### src/common/jif_regs.vh
`ifndef JIF_REGS_VH
`define JIF_REGS_VH

// Instruction register codes (16-bit)
`define JIF_IR_W 16
`define JIF_IR_IDCODE 16'h0004
`define JIF_IR_BYPASS 16'hFFFF
`define JIF_IR_FLASH_CTRL 16'h0082
`define JIF_IR_FLASH_DATA 16'h0083
`define JIF_IR_FLASH_ADDR 16'h0084
`define JIF_IR_CAPTURE 16'h0001

// Indirect command / answer layout
`define JIF_IND_W 20
`define JIF_IND_OP_HI 19
`define JIF_IND_OP_LO 18
`define JIF_IND_VAL_W 18
`define JIF_OP_READ 2'b10
`define JIF_OP_WRITE 2'b11

// Control register fields and reset
`define JIF_CTRL_RESET 8'h00
`define JIF_CTRL_SCRATCH 7
`define JIF_WMODE_STORE 3'b000
`define JIF_WMODE_PROG 3'b001
`define JIF_WMODE_ERASE 3'b010
`define JIF_RMODE_STORE 4'b0000
`define JIF_RMODE_BLOCK 4'b0001
`define JIF_RMODE_SINGLE 4'b0010
`define JIF_ERASE_KEY 8'hA5

// Data port fields and reset
`define JIF_DATA_RESET 10'h000
`define JIF_DATA_FAIL 1
`define JIF_DATA_BUSY 0
`define JIF_ADDR_RESET 16'h0000

// Commands to the flash array
`define JIF_FL_READ 2'b00
`define JIF_FL_PROG 2'b01
`define JIF_FL_ERASE_PAGE 2'b10
`define JIF_FL_ERASE_ALL 2'b11

`endif

### src/rtl/jif_flash_prog.v
`timescale 1ns/1ps
`include "jif_regs.vh"

module jif_flash_prog #(
  parameter [31:0] ID_VALUE = 32'h0000_0001, // Arbitrary identity value
  parameter [15:0] LOCK_RD_ADDR = 16'hFFFE,
  parameter [15:0] LOCK_WE_ADDR = 16'hFFFF
) (
  input wire ref_clk, // 200 MHz core clock
  input wire rst, // Synchronous reset, active high
  input wire tck, // Test clock from host
  input wire tms, // Test mode select
  input wire tdi, // Test data in
  output reg tdo_reg, // Test data out
  output reg tdo_oe_n_reg, // Low while tdo is driven
  output reg fl_req_reg, // Flash request, held until done
  output reg [1:0] fl_cmd_reg, // Flash command code
  output reg [15:0] fl_addr_reg, // Flash byte address
  output reg [7:0] fl_wdata_reg, // Byte to program
  output reg fl_scratch_reg, // Scratchpad sector selected
  input wire fl_done, // Flash operation finished (pulse)
  input wire fl_fail, // Finished operation failed
  input wire [7:0] fl_rdata // Read byte, valid with fl_done
);

  // Tap controller states
  localparam [3:0] ST_TLR = 4'h0;
  localparam [3:0] ST_RTI = 4'h1;
  localparam [3:0] ST_SEL_DR = 4'h2;
  localparam [3:0] ST_CAP_DR = 4'h3;
  localparam [3:0] ST_SH_DR = 4'h4;
  localparam [3:0] ST_EX1_DR = 4'h5;
  localparam [3:0] ST_PA_DR = 4'h6;
  localparam [3:0] ST_EX2_DR = 4'h7;
  localparam [3:0] ST_UP_DR = 4'h8;
  localparam [3:0] ST_SEL_IR = 4'h9;
  localparam [3:0] ST_CAP_IR = 4'hA;
  localparam [3:0] ST_SH_IR = 4'hB;
  localparam [3:0] ST_EX1_IR = 4'hC;
  localparam [3:0] ST_PA_IR = 4'hD;
  localparam [3:0] ST_EX2_IR = 4'hE;
  localparam [3:0] ST_UP_IR = 4'hF;

  // Synchronisers and edge detection
  reg tck_s1_reg, tck_s2_reg, tck_d_reg;
  reg tms_s1_reg, tms_s2_reg;
  reg tdi_s1_reg, tdi_s2_reg;
  wire tck_rise = tck_s2_reg & ~tck_d_reg;
  wire tck_fall = ~tck_s2_reg & tck_d_reg;

  // Tap state and shift paths
  reg [3:0] tap_reg, tap_next;
  reg [15:0] ir_reg, ir_sh_reg;
  reg [19:0] ind_sh_reg;
  reg [31:0] id_sh_reg;
  reg byp_reg;
  reg cap_busy_reg;

  // Indirect engine and register file
  reg ind_busy_reg;
  reg exec_reg;
  reg exec_wr_reg;
  reg [1:0] exec_tgt_reg;
  reg [17:0] exec_val_reg;
  reg [17:0] rd_val_reg;
  reg [7:0] ctrl_reg;
  reg [7:0] data_byte_reg;
  reg fail_reg;
  reg fl_busy_reg;
  reg unread_reg;
  reg [15:0] addr_reg;

  localparam [1:0] TGT_CTRL = 2'd0;
  localparam [1:0] TGT_DATA = 2'd1;
  localparam [1:0] TGT_ADDR = 2'd2;
  localparam [1:0] TGT_NONE = 2'd3;

  reg [1:0] ir_tgt;
  wire [2:0] write_mode_field = ctrl_reg[6:4];
  wire [3:0] read_mode_field = ctrl_reg[3:0];
  wire [9:0] flash_data_port = {data_byte_reg, fail_reg, fl_busy_reg};
  wire is_lock = (addr_reg == LOCK_RD_ADDR) | (addr_reg == LOCK_WE_ADDR);

  // Map instruction to indirect target
  always @*
  begin
    case (ir_reg)
      `JIF_IR_FLASH_CTRL: ir_tgt = TGT_CTRL;
      `JIF_IR_FLASH_DATA: ir_tgt = TGT_DATA;
      `JIF_IR_FLASH_ADDR: ir_tgt = TGT_ADDR;
      default: ir_tgt = TGT_NONE;
    endcase
  end

  // Two flops on each test pin (tck, tms, tdi) before use; third tck flop for edges
  always @(posedge ref_clk)
  begin
    if (rst)
    begin
      tck_s1_reg <= 1'b0;
      tck_s2_reg <= 1'b0;
      tck_d_reg <= 1'b0;
      tms_s1_reg <= 1'b1;
      tms_s2_reg <= 1'b1;
      tdi_s1_reg <= 1'b0;
      tdi_s2_reg <= 1'b0;
    end
    else
    begin
      tck_s1_reg <= tck;
      tck_s2_reg <= tck_s1_reg;
      tck_d_reg <= tck_s2_reg;
      tms_s1_reg <= tms;
      tms_s2_reg <= tms_s1_reg;
      tdi_s1_reg <= tdi;
      tdi_s2_reg <= tdi_s1_reg;
    end
  end

  // Standard tap state transitions
  always @*
  begin
    case (tap_reg)
      ST_TLR: tap_next = tms_s2_reg ? ST_TLR : ST_RTI;
      ST_RTI: tap_next = tms_s2_reg ? ST_SEL_DR : ST_RTI;
      ST_SEL_DR: tap_next = tms_s2_reg ? ST_SEL_IR : ST_CAP_DR;
      ST_CAP_DR: tap_next = tms_s2_reg ? ST_EX1_DR : ST_SH_DR;
      ST_SH_DR: tap_next = tms_s2_reg ? ST_EX1_DR : ST_SH_DR;
      ST_EX1_DR: tap_next = tms_s2_reg ? ST_UP_DR : ST_PA_DR;
      ST_PA_DR: tap_next = tms_s2_reg ? ST_EX2_DR : ST_PA_DR;
      ST_EX2_DR: tap_next = tms_s2_reg ? ST_UP_DR : ST_SH_DR;
      ST_UP_DR: tap_next = tms_s2_reg ? ST_SEL_DR : ST_RTI;
      ST_SEL_IR: tap_next = tms_s2_reg ? ST_TLR : ST_CAP_IR;
      ST_CAP_IR: tap_next = tms_s2_reg ? ST_EX1_IR : ST_SH_IR;
      ST_SH_IR: tap_next = tms_s2_reg ? ST_EX1_IR : ST_SH_IR;
      ST_EX1_IR: tap_next = tms_s2_reg ? ST_UP_IR : ST_PA_IR;
      ST_PA_IR: tap_next = tms_s2_reg ? ST_EX2_IR : ST_PA_IR;
      ST_EX2_IR: tap_next = tms_s2_reg ? ST_UP_IR : ST_SH_IR;
      ST_UP_IR: tap_next = tms_s2_reg ? ST_SEL_DR : ST_RTI;
      default: tap_next = ST_TLR;
    endcase
  end

  // Tap actions on each rising test clock edge
  always @(posedge ref_clk)
  begin
    if (rst)
    begin
      tap_reg <= ST_TLR;
      ir_reg <= `JIF_IR_IDCODE;
      ir_sh_reg <= 16'h0000;
      ind_sh_reg <= 20'h0_0000;
      id_sh_reg <= 32'h0000_0000;
      byp_reg <= 1'b0;
      cap_busy_reg <= 1'b0;
    end
    else if (tck_rise)
    begin
      tap_reg <= tap_next;
      case (tap_reg)
        ST_TLR: ir_reg <= `JIF_IR_IDCODE;
        ST_CAP_IR: ir_sh_reg <= `JIF_IR_CAPTURE;
        ST_SH_IR: ir_sh_reg <= {tdi_s2_reg, ir_sh_reg[15:1]};
        ST_UP_IR: ir_reg <= ir_sh_reg;
        ST_CAP_DR:
        begin
          // Answer layout; busy first out so one shift polls it
          ind_sh_reg <= {1'b0, rd_val_reg, ind_busy_reg};
          cap_busy_reg <= ind_busy_reg;
          id_sh_reg <= ID_VALUE;
          byp_reg <= 1'b0;
        end
        ST_SH_DR:
        begin
          // Host data enters at the top, so short shifts left-justify
          ind_sh_reg <= {tdi_s2_reg, ind_sh_reg[19:1]};
          id_sh_reg <= {tdi_s2_reg, id_sh_reg[31:1]};
          byp_reg <= tdi_s2_reg;
        end
        default: ;
      endcase
    end
  end

  // Tdo changes on the falling test clock edge
  always @(posedge ref_clk)
  begin
    if (rst)
    begin
      tdo_reg <= 1'b0;
      tdo_oe_n_reg <= 1'b1;
    end
    else if (tck_fall)
    begin
      tdo_oe_n_reg <= ~((tap_reg == ST_SH_DR) | (tap_reg == ST_SH_IR));
      if (tap_reg == ST_SH_IR)
        tdo_reg <= ir_sh_reg[0];
      else if (ir_tgt != TGT_NONE)
        tdo_reg <= ind_sh_reg[0];
      else if (ir_reg == `JIF_IR_IDCODE)
        tdo_reg <= id_sh_reg[0];
      else
        tdo_reg <= byp_reg;
    end
  end

  // Update-DR with a read or write opcode may launch a command.
  // Poll opcodes (top bit zero) never update anything.
  wire upd_dr = tck_rise & (tap_reg == ST_UP_DR) & (ir_tgt != TGT_NONE);
  wire cmd_ok = ind_sh_reg[`JIF_IND_OP_HI];
  // Busy seen at capture or still busy now: command dropped
  wire cmd_start = upd_dr & cmd_ok & ~cap_busy_reg
                   & ~ind_busy_reg;

  // Data-port decisions for the executing command
  wire ex_data = exec_reg & (exec_tgt_reg == TGT_DATA);
  wire [7:0] ex_byte = exec_val_reg[17:10];
  wire wr_prog = ex_data & exec_wr_reg & ~fl_busy_reg
                 & (write_mode_field == `JIF_WMODE_PROG);
  wire wr_erase = ex_data & exec_wr_reg & ~fl_busy_reg
                  & (write_mode_field == `JIF_WMODE_ERASE)
                  & (ex_byte == `JIF_ERASE_KEY);
  wire rd_block = (read_mode_field == `JIF_RMODE_BLOCK);
  wire rd_single = (read_mode_field == `JIF_RMODE_SINGLE)
                   & ~unread_reg;
  // Other modes fall through and start nothing
  wire rd_go = ex_data & ~exec_wr_reg & ~fl_busy_reg
               & (rd_block | rd_single);
  wire fl_fin = fl_req_reg & fl_done;

  // Indirect engine, register file and flash sequencer
  always @(posedge ref_clk)
  begin
    if (rst)
    begin
      ind_busy_reg <= 1'b0;
      exec_reg <= 1'b0;
      exec_wr_reg <= 1'b0;
      exec_tgt_reg <= TGT_CTRL;
      exec_val_reg <= 18'h0_0000;
      rd_val_reg <= 18'h0_0000;
      ctrl_reg <= `JIF_CTRL_RESET;
      data_byte_reg <= 8'h00;
      fail_reg <= 1'b0;
      fl_busy_reg <= 1'b0;
      unread_reg <= 1'b0;
      addr_reg <= `JIF_ADDR_RESET;
      fl_req_reg <= 1'b0;
      fl_cmd_reg <= `JIF_FL_READ;
      fl_addr_reg <= 16'h0000;
      fl_wdata_reg <= 8'h00;
      fl_scratch_reg <= 1'b0;
    end
    else
    begin
      // Launch: busy rises in the same cycle the command is taken
      if (cmd_start)
      begin
        ind_busy_reg <= 1'b1;
        exec_reg <= 1'b1;
        exec_wr_reg <= ind_sh_reg[`JIF_IND_OP_LO];
        exec_tgt_reg <= ir_tgt;
        exec_val_reg <= ind_sh_reg[17:0];
      end
      // Execute one cycle later, then drop busy
      if (exec_reg)
      begin
        exec_reg <= 1'b0;
        ind_busy_reg <= 1'b0;
        if (exec_wr_reg)
        begin
          // Narrow targets take the top bits of the value
          case (exec_tgt_reg)
            TGT_CTRL: ctrl_reg <= exec_val_reg[17:10];
            TGT_ADDR: addr_reg <= exec_val_reg[17:2];
            TGT_DATA: data_byte_reg <= ex_byte;
            default: ;
          endcase
        end
        else
        begin
          // Right-justified answer above the busy bit
          case (exec_tgt_reg)
            TGT_CTRL: rd_val_reg <= {10'h000, ctrl_reg};
            TGT_ADDR: rd_val_reg <= {2'b00, addr_reg};
            TGT_DATA: rd_val_reg <= {8'h00, flash_data_port};
            default: rd_val_reg <= 18'h0_0000;
          endcase
          if (exec_tgt_reg == TGT_DATA)
            unread_reg <= 1'b0;
        end
      end
      // Start a flash operation from the data port
      if (wr_prog | wr_erase | rd_go)
      begin
        fl_req_reg <= 1'b1;
        fl_busy_reg <= 1'b1;
        fl_addr_reg <= addr_reg;
        fl_wdata_reg <= ex_byte;
        fl_scratch_reg <= ctrl_reg[`JIF_CTRL_SCRATCH];
        if (wr_prog)
          fl_cmd_reg <= `JIF_FL_PROG;
        else if (wr_erase)
          fl_cmd_reg <= is_lock ? `JIF_FL_ERASE_ALL
                                : `JIF_FL_ERASE_PAGE;
        else
          fl_cmd_reg <= `JIF_FL_READ;
      end
      // Completion; placed last so a fresh result beats a read clear
      if (fl_fin)
      begin
        fl_req_reg <= 1'b0;
        fl_busy_reg <= 1'b0;
        fail_reg <= fl_fail;
        if (fl_cmd_reg == `JIF_FL_READ)
        begin
          data_byte_reg <= fl_rdata;
          unread_reg <= 1'b1;
        end
        // Erase leaves the pointer alone; read and program advance it
        if ((fl_cmd_reg == `JIF_FL_READ) | (fl_cmd_reg == `JIF_FL_PROG))
          addr_reg <= addr_reg + 16'h0001;
      end
    end
  end

endmodule // jif_flash_prog

### config.mk
export PLATFORM = sky130hd
export DESIGN_NAME = jif_flash_prog
export DESIGN_NICKNAME = d
export VERILOG_FILES = /design/src/rtl/jif_flash_prog.v
export VERILOG_INCLUDE_DIRS = /design/src /design/src/common
export SDC_FILE = /design/constraint.sdc
export NUM_CORES = 1
export LEC_CHECK = 0
export BUFFER_PORTS_ARGS = -buffer_cell sky130_fd_sc_hd__buf_2
export CAP_MARGIN = 10
export CORE_AREA = 2 2 172 174
export DETAILED_ROUTE_END_ITERATION = 6
export DIE_AREA = 0 0 174 176
export HOLD_SLACK_MARGIN = 0.1
export PLACE_DENSITY = 0.56
export SYNTH_ARGS = -nofsm -noshare
export SYNTH_HDL_FRONTEND = slang
export SYNTH_SLANG_ARGS = --single-unit
export TNS_END_PERCENT = 30
### constraint.sdc
create_clock -name ref_clk -period 5.45 [get_ports ref_clk]
set_input_delay 0.2725 -clock ref_clk [delete_from_list [all_inputs] [get_ports ref_clk]]
set_output_delay 0.2725 -clock ref_clk [all_outputs]
set_load 0.1 [all_outputs]
==> flow_summary.json, run 1 <==
{
  "grt_max_degree": 122,
  "start_util": 0.300,
  "die_width_um": 174,
  "synth_xor_area_frac": 0.00205,
  "largest_register_ffs": 29,
  "dr.pass1.iters": 5,
  "cp-end-kind": "flip-flop",
  "syn_area_per_cell_um2": 8.89,
  "drt_iter0_markers": 627,
  "path_buf_inv": 1,
  "root_buffer": "clkbuf_16",
  "route.antenna.remaining_nets": 0,
  "slew_headroom": 0.244,
  "synth_mux_area_frac": 0.0610,
  "via_per_inst": 5.15,
  "wirelength_mm": 21.3,
  "fin_crit_ps": 2760,
  "core_um2": 28500,
  "clk_pin_slew_ps": 70,
  "instances_no_fill": 1350,
  "h-tree-depth": 4,
  "die_area_um2": 30600,
  "synth_nets": 979,
  "first_global_vias": 6405,
  "cp_top_family": "simple AND/OR/NAND/NOR gates",
  "p_leak_nw": 3.28,
  "regArea_um2": 3880,
  "syn_area_um2": 8560,
  "drv_slew": 0,
  "synth_top_family_by_area": "simple AND/OR/NAND/NOR gates",
  "yosysTopAreaCell": "dfxtp_1",
  "synth_warnings": 0,
  "setup-violations-final": 0,
  "worst_pin_slew_ps": 1130,
  "tritoncts": "done",
  "fill_cells": 3036,
  "syn_to_final_growth_pct": 12.5,
  "antenna_found_initial": 0,
  "rr_startpoint": "tap_reg[0]$_SDFFE_PP0P_",
  "drv_cap": 0,
  "grt_pass1_wl_mm": 35.2,
  "synthTopCellsByArea": "dfxtp_1, mux2i_1, nor2_1",
  "finalHoldViolCount": 0,
  "clock_skew_ps": 14.5,
  "synth_top_area_share": 0.454,
  "cts.sinks": 194,
  "path_cells": "nor4b_2, buf_4, and2_1, a22oi_1, nor2_1",
  "ir_worst_vdd_mv": 0.163,
  "multiInputGateArea_um2": 4260,
  "path_max_fanout": 33,
  "layout.nets": 970,
  "worstSetupPathType": "reg -> reg",
  "synth-seq-cells": 194,
  "wl_per_cell_um": 15.8,
  "numCtsBuffers": 17,
  "yosys-top-cells-count": "dfxtp_1, nor2_1, nand2_1, nand2b_1, a21oi_1",
  "synth_fa_ha_area_frac": 0.00292,
  "cp.required_ps": 5810,
  "diodes": 0,
  "powerDensity_nw_per_um2": 300,
  "whs_ps": 118,
  "outcome": "finished, final reports clean",
  "drcViolationCount": 0,
  "drive_gt1_frac": 0.112,
  "holdCritStartpoint": "fl_rdata[0]",
  "slowest_delay_ps": 940,
  "clock.fmax_mhz": 362,
  "globalRouteOverflowTotal": 0,
  "synth-compound-area-share": 0.184,
  "row_count": 62,
  "synth_edf_count": 0,
  "clk_latency_ps": 440,
  "io_buffers": 44,
  "setup.worst_path.start_class": "flip-flop",
  "cp.arrival_ps": 3120,
  "fin_setup_tns_ps": 0,
  "cts_buffer_depth": 2,
  "post_cts_resized": 0,
  "synthFlopType": "dfxtp_1",
  "min_path_type": "in -> reg",
  "rsz0062_at_grt": "no",
  "gp_congestion": 0.766,
  "synth.most_common_cell": "dfxtp_1",
  "grt_usage": 0.140,
  "worstSetupStartpoint": "tap_reg[0]$_SDFFE_PP0P_",
  "slowest_stage": "and2_1",
  "synth_cells": 962,
  "ys_seq_area_frac": 0.454,
  "fin_util": 0.337,
  "die_h_um": 176,
  "fin_crit_sh": 0.507,
  "post-dp-hpwl_mm": 13.4,
  "dr_total_vias": 6951,
  "async_reset_ff_frac": 0,
  "boundaryPins": 45,
  "synth_simple_gate_area_frac": 0.248,
  "synth_cell_types": 69,
  "placed_cells": 1313
}
routing by layer:
layer | wire [um] | vias to the layer above | track usage
li1 | - | 3476 | -
met3 | 978 | 23 | 0.0278
met4 | 186 | 0 | 0.0280
met5 | 0 | - | 0
met1 | 10800 | 3296 | 0.208
met2 | 9350 | 156 | 0.211
layout make-up:
class | instances | share of cell area
inverter | 4 | 0.00156
timing repair buffer | 57 | 0.0351
clock buffer | 18 | 0.0446
clock inverter | 14 | 0.0230
multi-input combinational | 679 | 0.443
sequential | 194 | 0.403
tap | 384 | 0.0499
report_power, final:
part	total, mW	switching (mW)	leakage (nW)	internal, mW
registers	1.43	0.00803	1.56	1.42
clock network	1.41	0.585	0.320	0.823
logic	0.0584	0.0381	1.40	0.0203
total	2.89	0.631	3.28	2.26
stage by stage:
stage	area (um2)	power, mW	setup WS [ps]
after detailed placement	8930	1.52	2670
after floorplan	8560	1.50	3030
after global placement	8930	1.52	2740
after global routing	9630	2.99	2360
after CTS	9620	2.92	2650
final	9630	2.89	2690
worst min-delay path, stage by stage:
cell,delay [ps]
buf_2,100
nor2_1,90
a311oi_1,50
path summary, 6_finish.rpt:
kind,endpoint,depth (start not counted),slack (ps)
worst max-delay path,id_sh_reg[25]$_SDFFE_PP0P_,5,2690
worst min-delay path,data_byte_reg[0]$_SDFF_PP0_,3,120
worst max register to register,id_sh_reg[25]$_SDFFE_PP0P_,5,2690
worst min register to register,tms_s2_reg$_SDFF_PP1_,1,410
timing repair:
item / CTS / global route
setup endpoints to repair: 0 / 0
hold buffers: 4 / 0
hold endpoints to repair: 4 / 0
buffers inserted: 0 / 0
placed cells by master (no fill, tap or decap), drive strengths merged, types with 4 or more instances in the layout:
master / count
o21ai: 13
nor2: 124
clkbuf: 18
inv: 9
nor4: 7
a21oi: 57
bufinv: 5
nor3: 22
and4: 6
nor4b: 4
and2: 4
a22oi: 52
nand2b: 61
dlygate4sd3: 4
nand2: 73
dfxtp: 194
a211oi: 31
a31oi: 9
or3: 5
nor2b: 16
nand4: 24
and3: 6
o31ai: 18
a311oi: 11
nor3b: 5
mux2i: 51
nand3: 21
clkinv: 4
nand4b: 6
buf: 53
logic make-up after synthesis:
family,count (synthesis)
flip-flops,194
buffers and inverters,89
XOR/XNOR,2
multiplexers,52
AO/OA/AOI/OAI,220
adder cells (fa/ha/maj),2
AND/OR/NAND/NOR,403
Power figures use the tool's default switching activity.
==> run 2: changes to the inputs <==
Settings changed: ABC_AREA set to 1, CORE_AREA 2 2 172 174 to 2 2 169 171, DIE_AREA 0 0 174 176 to 0 0 171 173, PLACE_DENSITY 0.56 to 0.57.
Clock period 5.45 ns to 2.5 ns, I/O delays scaled along.
==> flow_summary.json, run 2 <==
{
  "outcome": "finished, final reports clean",
  "synth.most_common_cell": "nand2_1",
  "dr_total_vias": 7346,
  "worstSetupPathType": "reg -> reg",
  "path_max_fanout": 6,
  "yosys-top-cells-count": "nand2_1, dfxtp_1, nor2_1, a21oi_1, inv_1",
  "r2r_end": "fail_reg$_SDFFE_PP0P_",
  "die_area_um2": 29600,
  "ir_worst_vdd_mv": 0.370,
  "reg2reg_depth": 5,
  "finalHoldViolCount": 0,
  "gp_congestion": 0.825,
  "cts.sinks": 194,
  "io_buffers": 44,
  "post-dp-hpwl_mm": 14.2,
  "syn_area_per_cell_um2": 7.18,
  "fin_util": 0.345,
  "post_cts_buffers": 0,
  "fill_cells": 3003,
  "start_util": 0.299,
  "drive_gt1_frac": 0.101,
  "synth-seq-cells": 194,
  "placed_cells": 1529,
  "post_cts_resized": 0,
  "wirelength_mm": 21.0,
  "r2r_slack_ps": 490,
  "instances_no_fill": 1575,
  "clk_latency_ps": 440,
  "synth_nets": 1168,
  "syn_area_um2": 8260,
  "antenna_found_initial": 0,
  "cts_buffer_depth": 2,
  "ctsHoldBuffers": 15,
  "core_um2": 27600,
  "synth_warnings": 0,
  "row_count": 61,
  "cp.arrival_ps": 2340,
  "min_path_cells": 2,
  "die_width_um": 171,
  "tritoncts": "done",
  "largest_register_ffs": 29,
  "setup-violations-final": 0,
  "rsz0062_at_grt": "no",
  "worst_pin_slew_ps": 745,
  "clock_skew_ps": 15.1,
  "die_h_um": 173,
  "min_to": "tck_d_reg$_SDFF_PP0_",
  "cp.required_ps": 2830,
  "syn_to_final_growth_pct": 15.3,
  "drcViolationCount": 0,
  "synth_top_area_share": 0.470,
  "drv_slew": 0,
  "fin_crit_ps": 2010,
  "drv_cap": 0,
  "drt_iter0_markers": 565,
  "ys_seq_area_frac": 0.470,
  "fin_setup_tns_ps": 0,
  "async_reset_ff_frac": 0,
  "synth_cell_types": 41,
  "root_buffer": "clkbuf_16",
  "yosysTopAreaCell": "dfxtp_1",
  "final_cell_mix": "nand2_1, dfxtp_1, nor2_1",
  "h-tree-depth": 4,
  "route.antenna.remaining_nets": 0,
  "first_global_vias": 6692,
  "grt_pass1_wl_mm": 34.3,
  "diodes": 0,
  "via_per_inst": 4.66,
  "dr.pass1.iters": 4,
  "rr_startpoint": "fl_busy_reg$_SDFFE_PP0P_",
  "wl_per_cell_um": 13.4,
  "slew_headroom": 0.504,
  "clk_pin_slew_ps": 80,
  "cp-end-kind": "flip-flop",
  "setup.worst_path.start_class": "flip-flop",
  "final_common_cell": "nand2_1",
  "grt_usage": 0.144,
  "grt_max_degree": 73,
  "powerDensity_nw_per_um2": 631,
  "boundaryPins": 45,
  "synthFlopType": "dfxtp_1",
  "globalRouteOverflowTotal": 0,
  "fin_crit_sh": 0.804,
  "holdCritStartpoint": "rst",
  "synth_edf_count": 0,
  "synthTopCellsByArea": "dfxtp_1, nand2_1, a21oi_1",
  "power_mw": 6.01,
  "p_leak_nw": 3.63,
  "min_path_type": "in -> reg",
  "layout.nets": 1202,
  "synth_cells": 1151,
  "numCtsBuffers": 17,
  "clock.fmax_mhz": 497
}
-- run 2: cell count changes after synthesis, moves of 16 or more --
cell      delta
o21ai_0     +63
a21oi_1     +62
nor2b_1     -16
a22oi_1     -46
clkbuf_1    -22
nand2_1    +227
a211oi_1    -18
nand2b_1    -61
inv_1       +86
o31ai_1     -18
nand3_1     +17
mux2i_1     -51
-- run 2: per-layer routing --
metal | up-vias | wire length (um) | track usage
li1 | 3826 | - | -
met1 | 3362 | 10500 | 0.202
met2 | 134 | 9370 | 0.223
met3 | 24 | 765 | 0.0270
met4 | 0 | 371 | 0.0417
met5 | - | 0 | 0
-- run 2: layout make-up --
class / count / area [um2] / area share
flip-flops and latches: 194 / 3880 / 0.408
inverters: 101 / 382 / 0.0401
well taps: 378 / 473 / 0.0497
clock buffers: 17 / 425 / 0.0447
repair buffers: 71 / 488 / 0.0512
clock inverters: 14 / 161 / 0.0170
multi-input cells: 800 / 3710 / 0.389
-- run 2: how the worst max path moves through the flow --
stage                                  from                             to  slack (ps)  cells after the start
6_report           fl_busy_reg$_SDFFE_PP0P_          fail_reg$_SDFFE_PP0P_         490                      5
5_1_grt             ir_reg[12]$_SDFFE_PP0P_  exec_val_reg[15]$_SDFFE_PP0P_         300                      8
3_3_place_gp   exec_tgt_reg[0]$_SDFFE_PP0P_   fl_addr_reg[15]$_SDFFE_PP0P_         610                     10
4_1_cts            fl_busy_reg$_SDFFE_PP0P_          fail_reg$_SDFFE_PP0P_         550                      5
2_1_floorplan      fl_busy_reg$_SDFFE_PP0P_    data_byte_reg[7]$_SDFF_PP0_         330                      7
3_5_place_dp   exec_tgt_reg[0]$_SDFFE_PP0P_   fl_addr_reg[13]$_SDFFE_PP0P_         600                     10
-- run 2: through the flow --
step / worst slack [ps] / area [um2] / hold WS (ps)
finish: 490 / 9520 / 118
global route: 300 / 9520 / 150
CTS: 548 / 9520 / 116
detailed placement: 603 / 8780 / 313
global placement: 609 / 8780 / 312
floorplan: 330 / 8260 / 229
-- run 2: worst max-delay path, stage by stage (launching register included) --
cell,delay (ps)
dfxtp_1,450
nand2_1,130
o21ai_0,170
dlygate4sd3_1,580
nor2_1,40
dlygate4sd3_1,540
-- run 2: cell families after synthesis --
| logic type | synth area share |
|---|---|
| xor+xnor | 0.00424 |
| compound gates | 0.176 |
| flops | 0.470 |
| buf+inv | 0.0807 |
| fa+ha+maj | 0.00303 |
| simple gates | 0.266 |
-- run 2: report_power, final --
group	switching, mW	total, mW	internal [mW]	leakage, nW
Sequential	0.00567	3.10	3.09	1.56
Combinational	0.0988	0.146	0.0474	1.77
Clock	1.33	2.76	1.43	0.291
Total	1.43	6.01	4.57	3.63
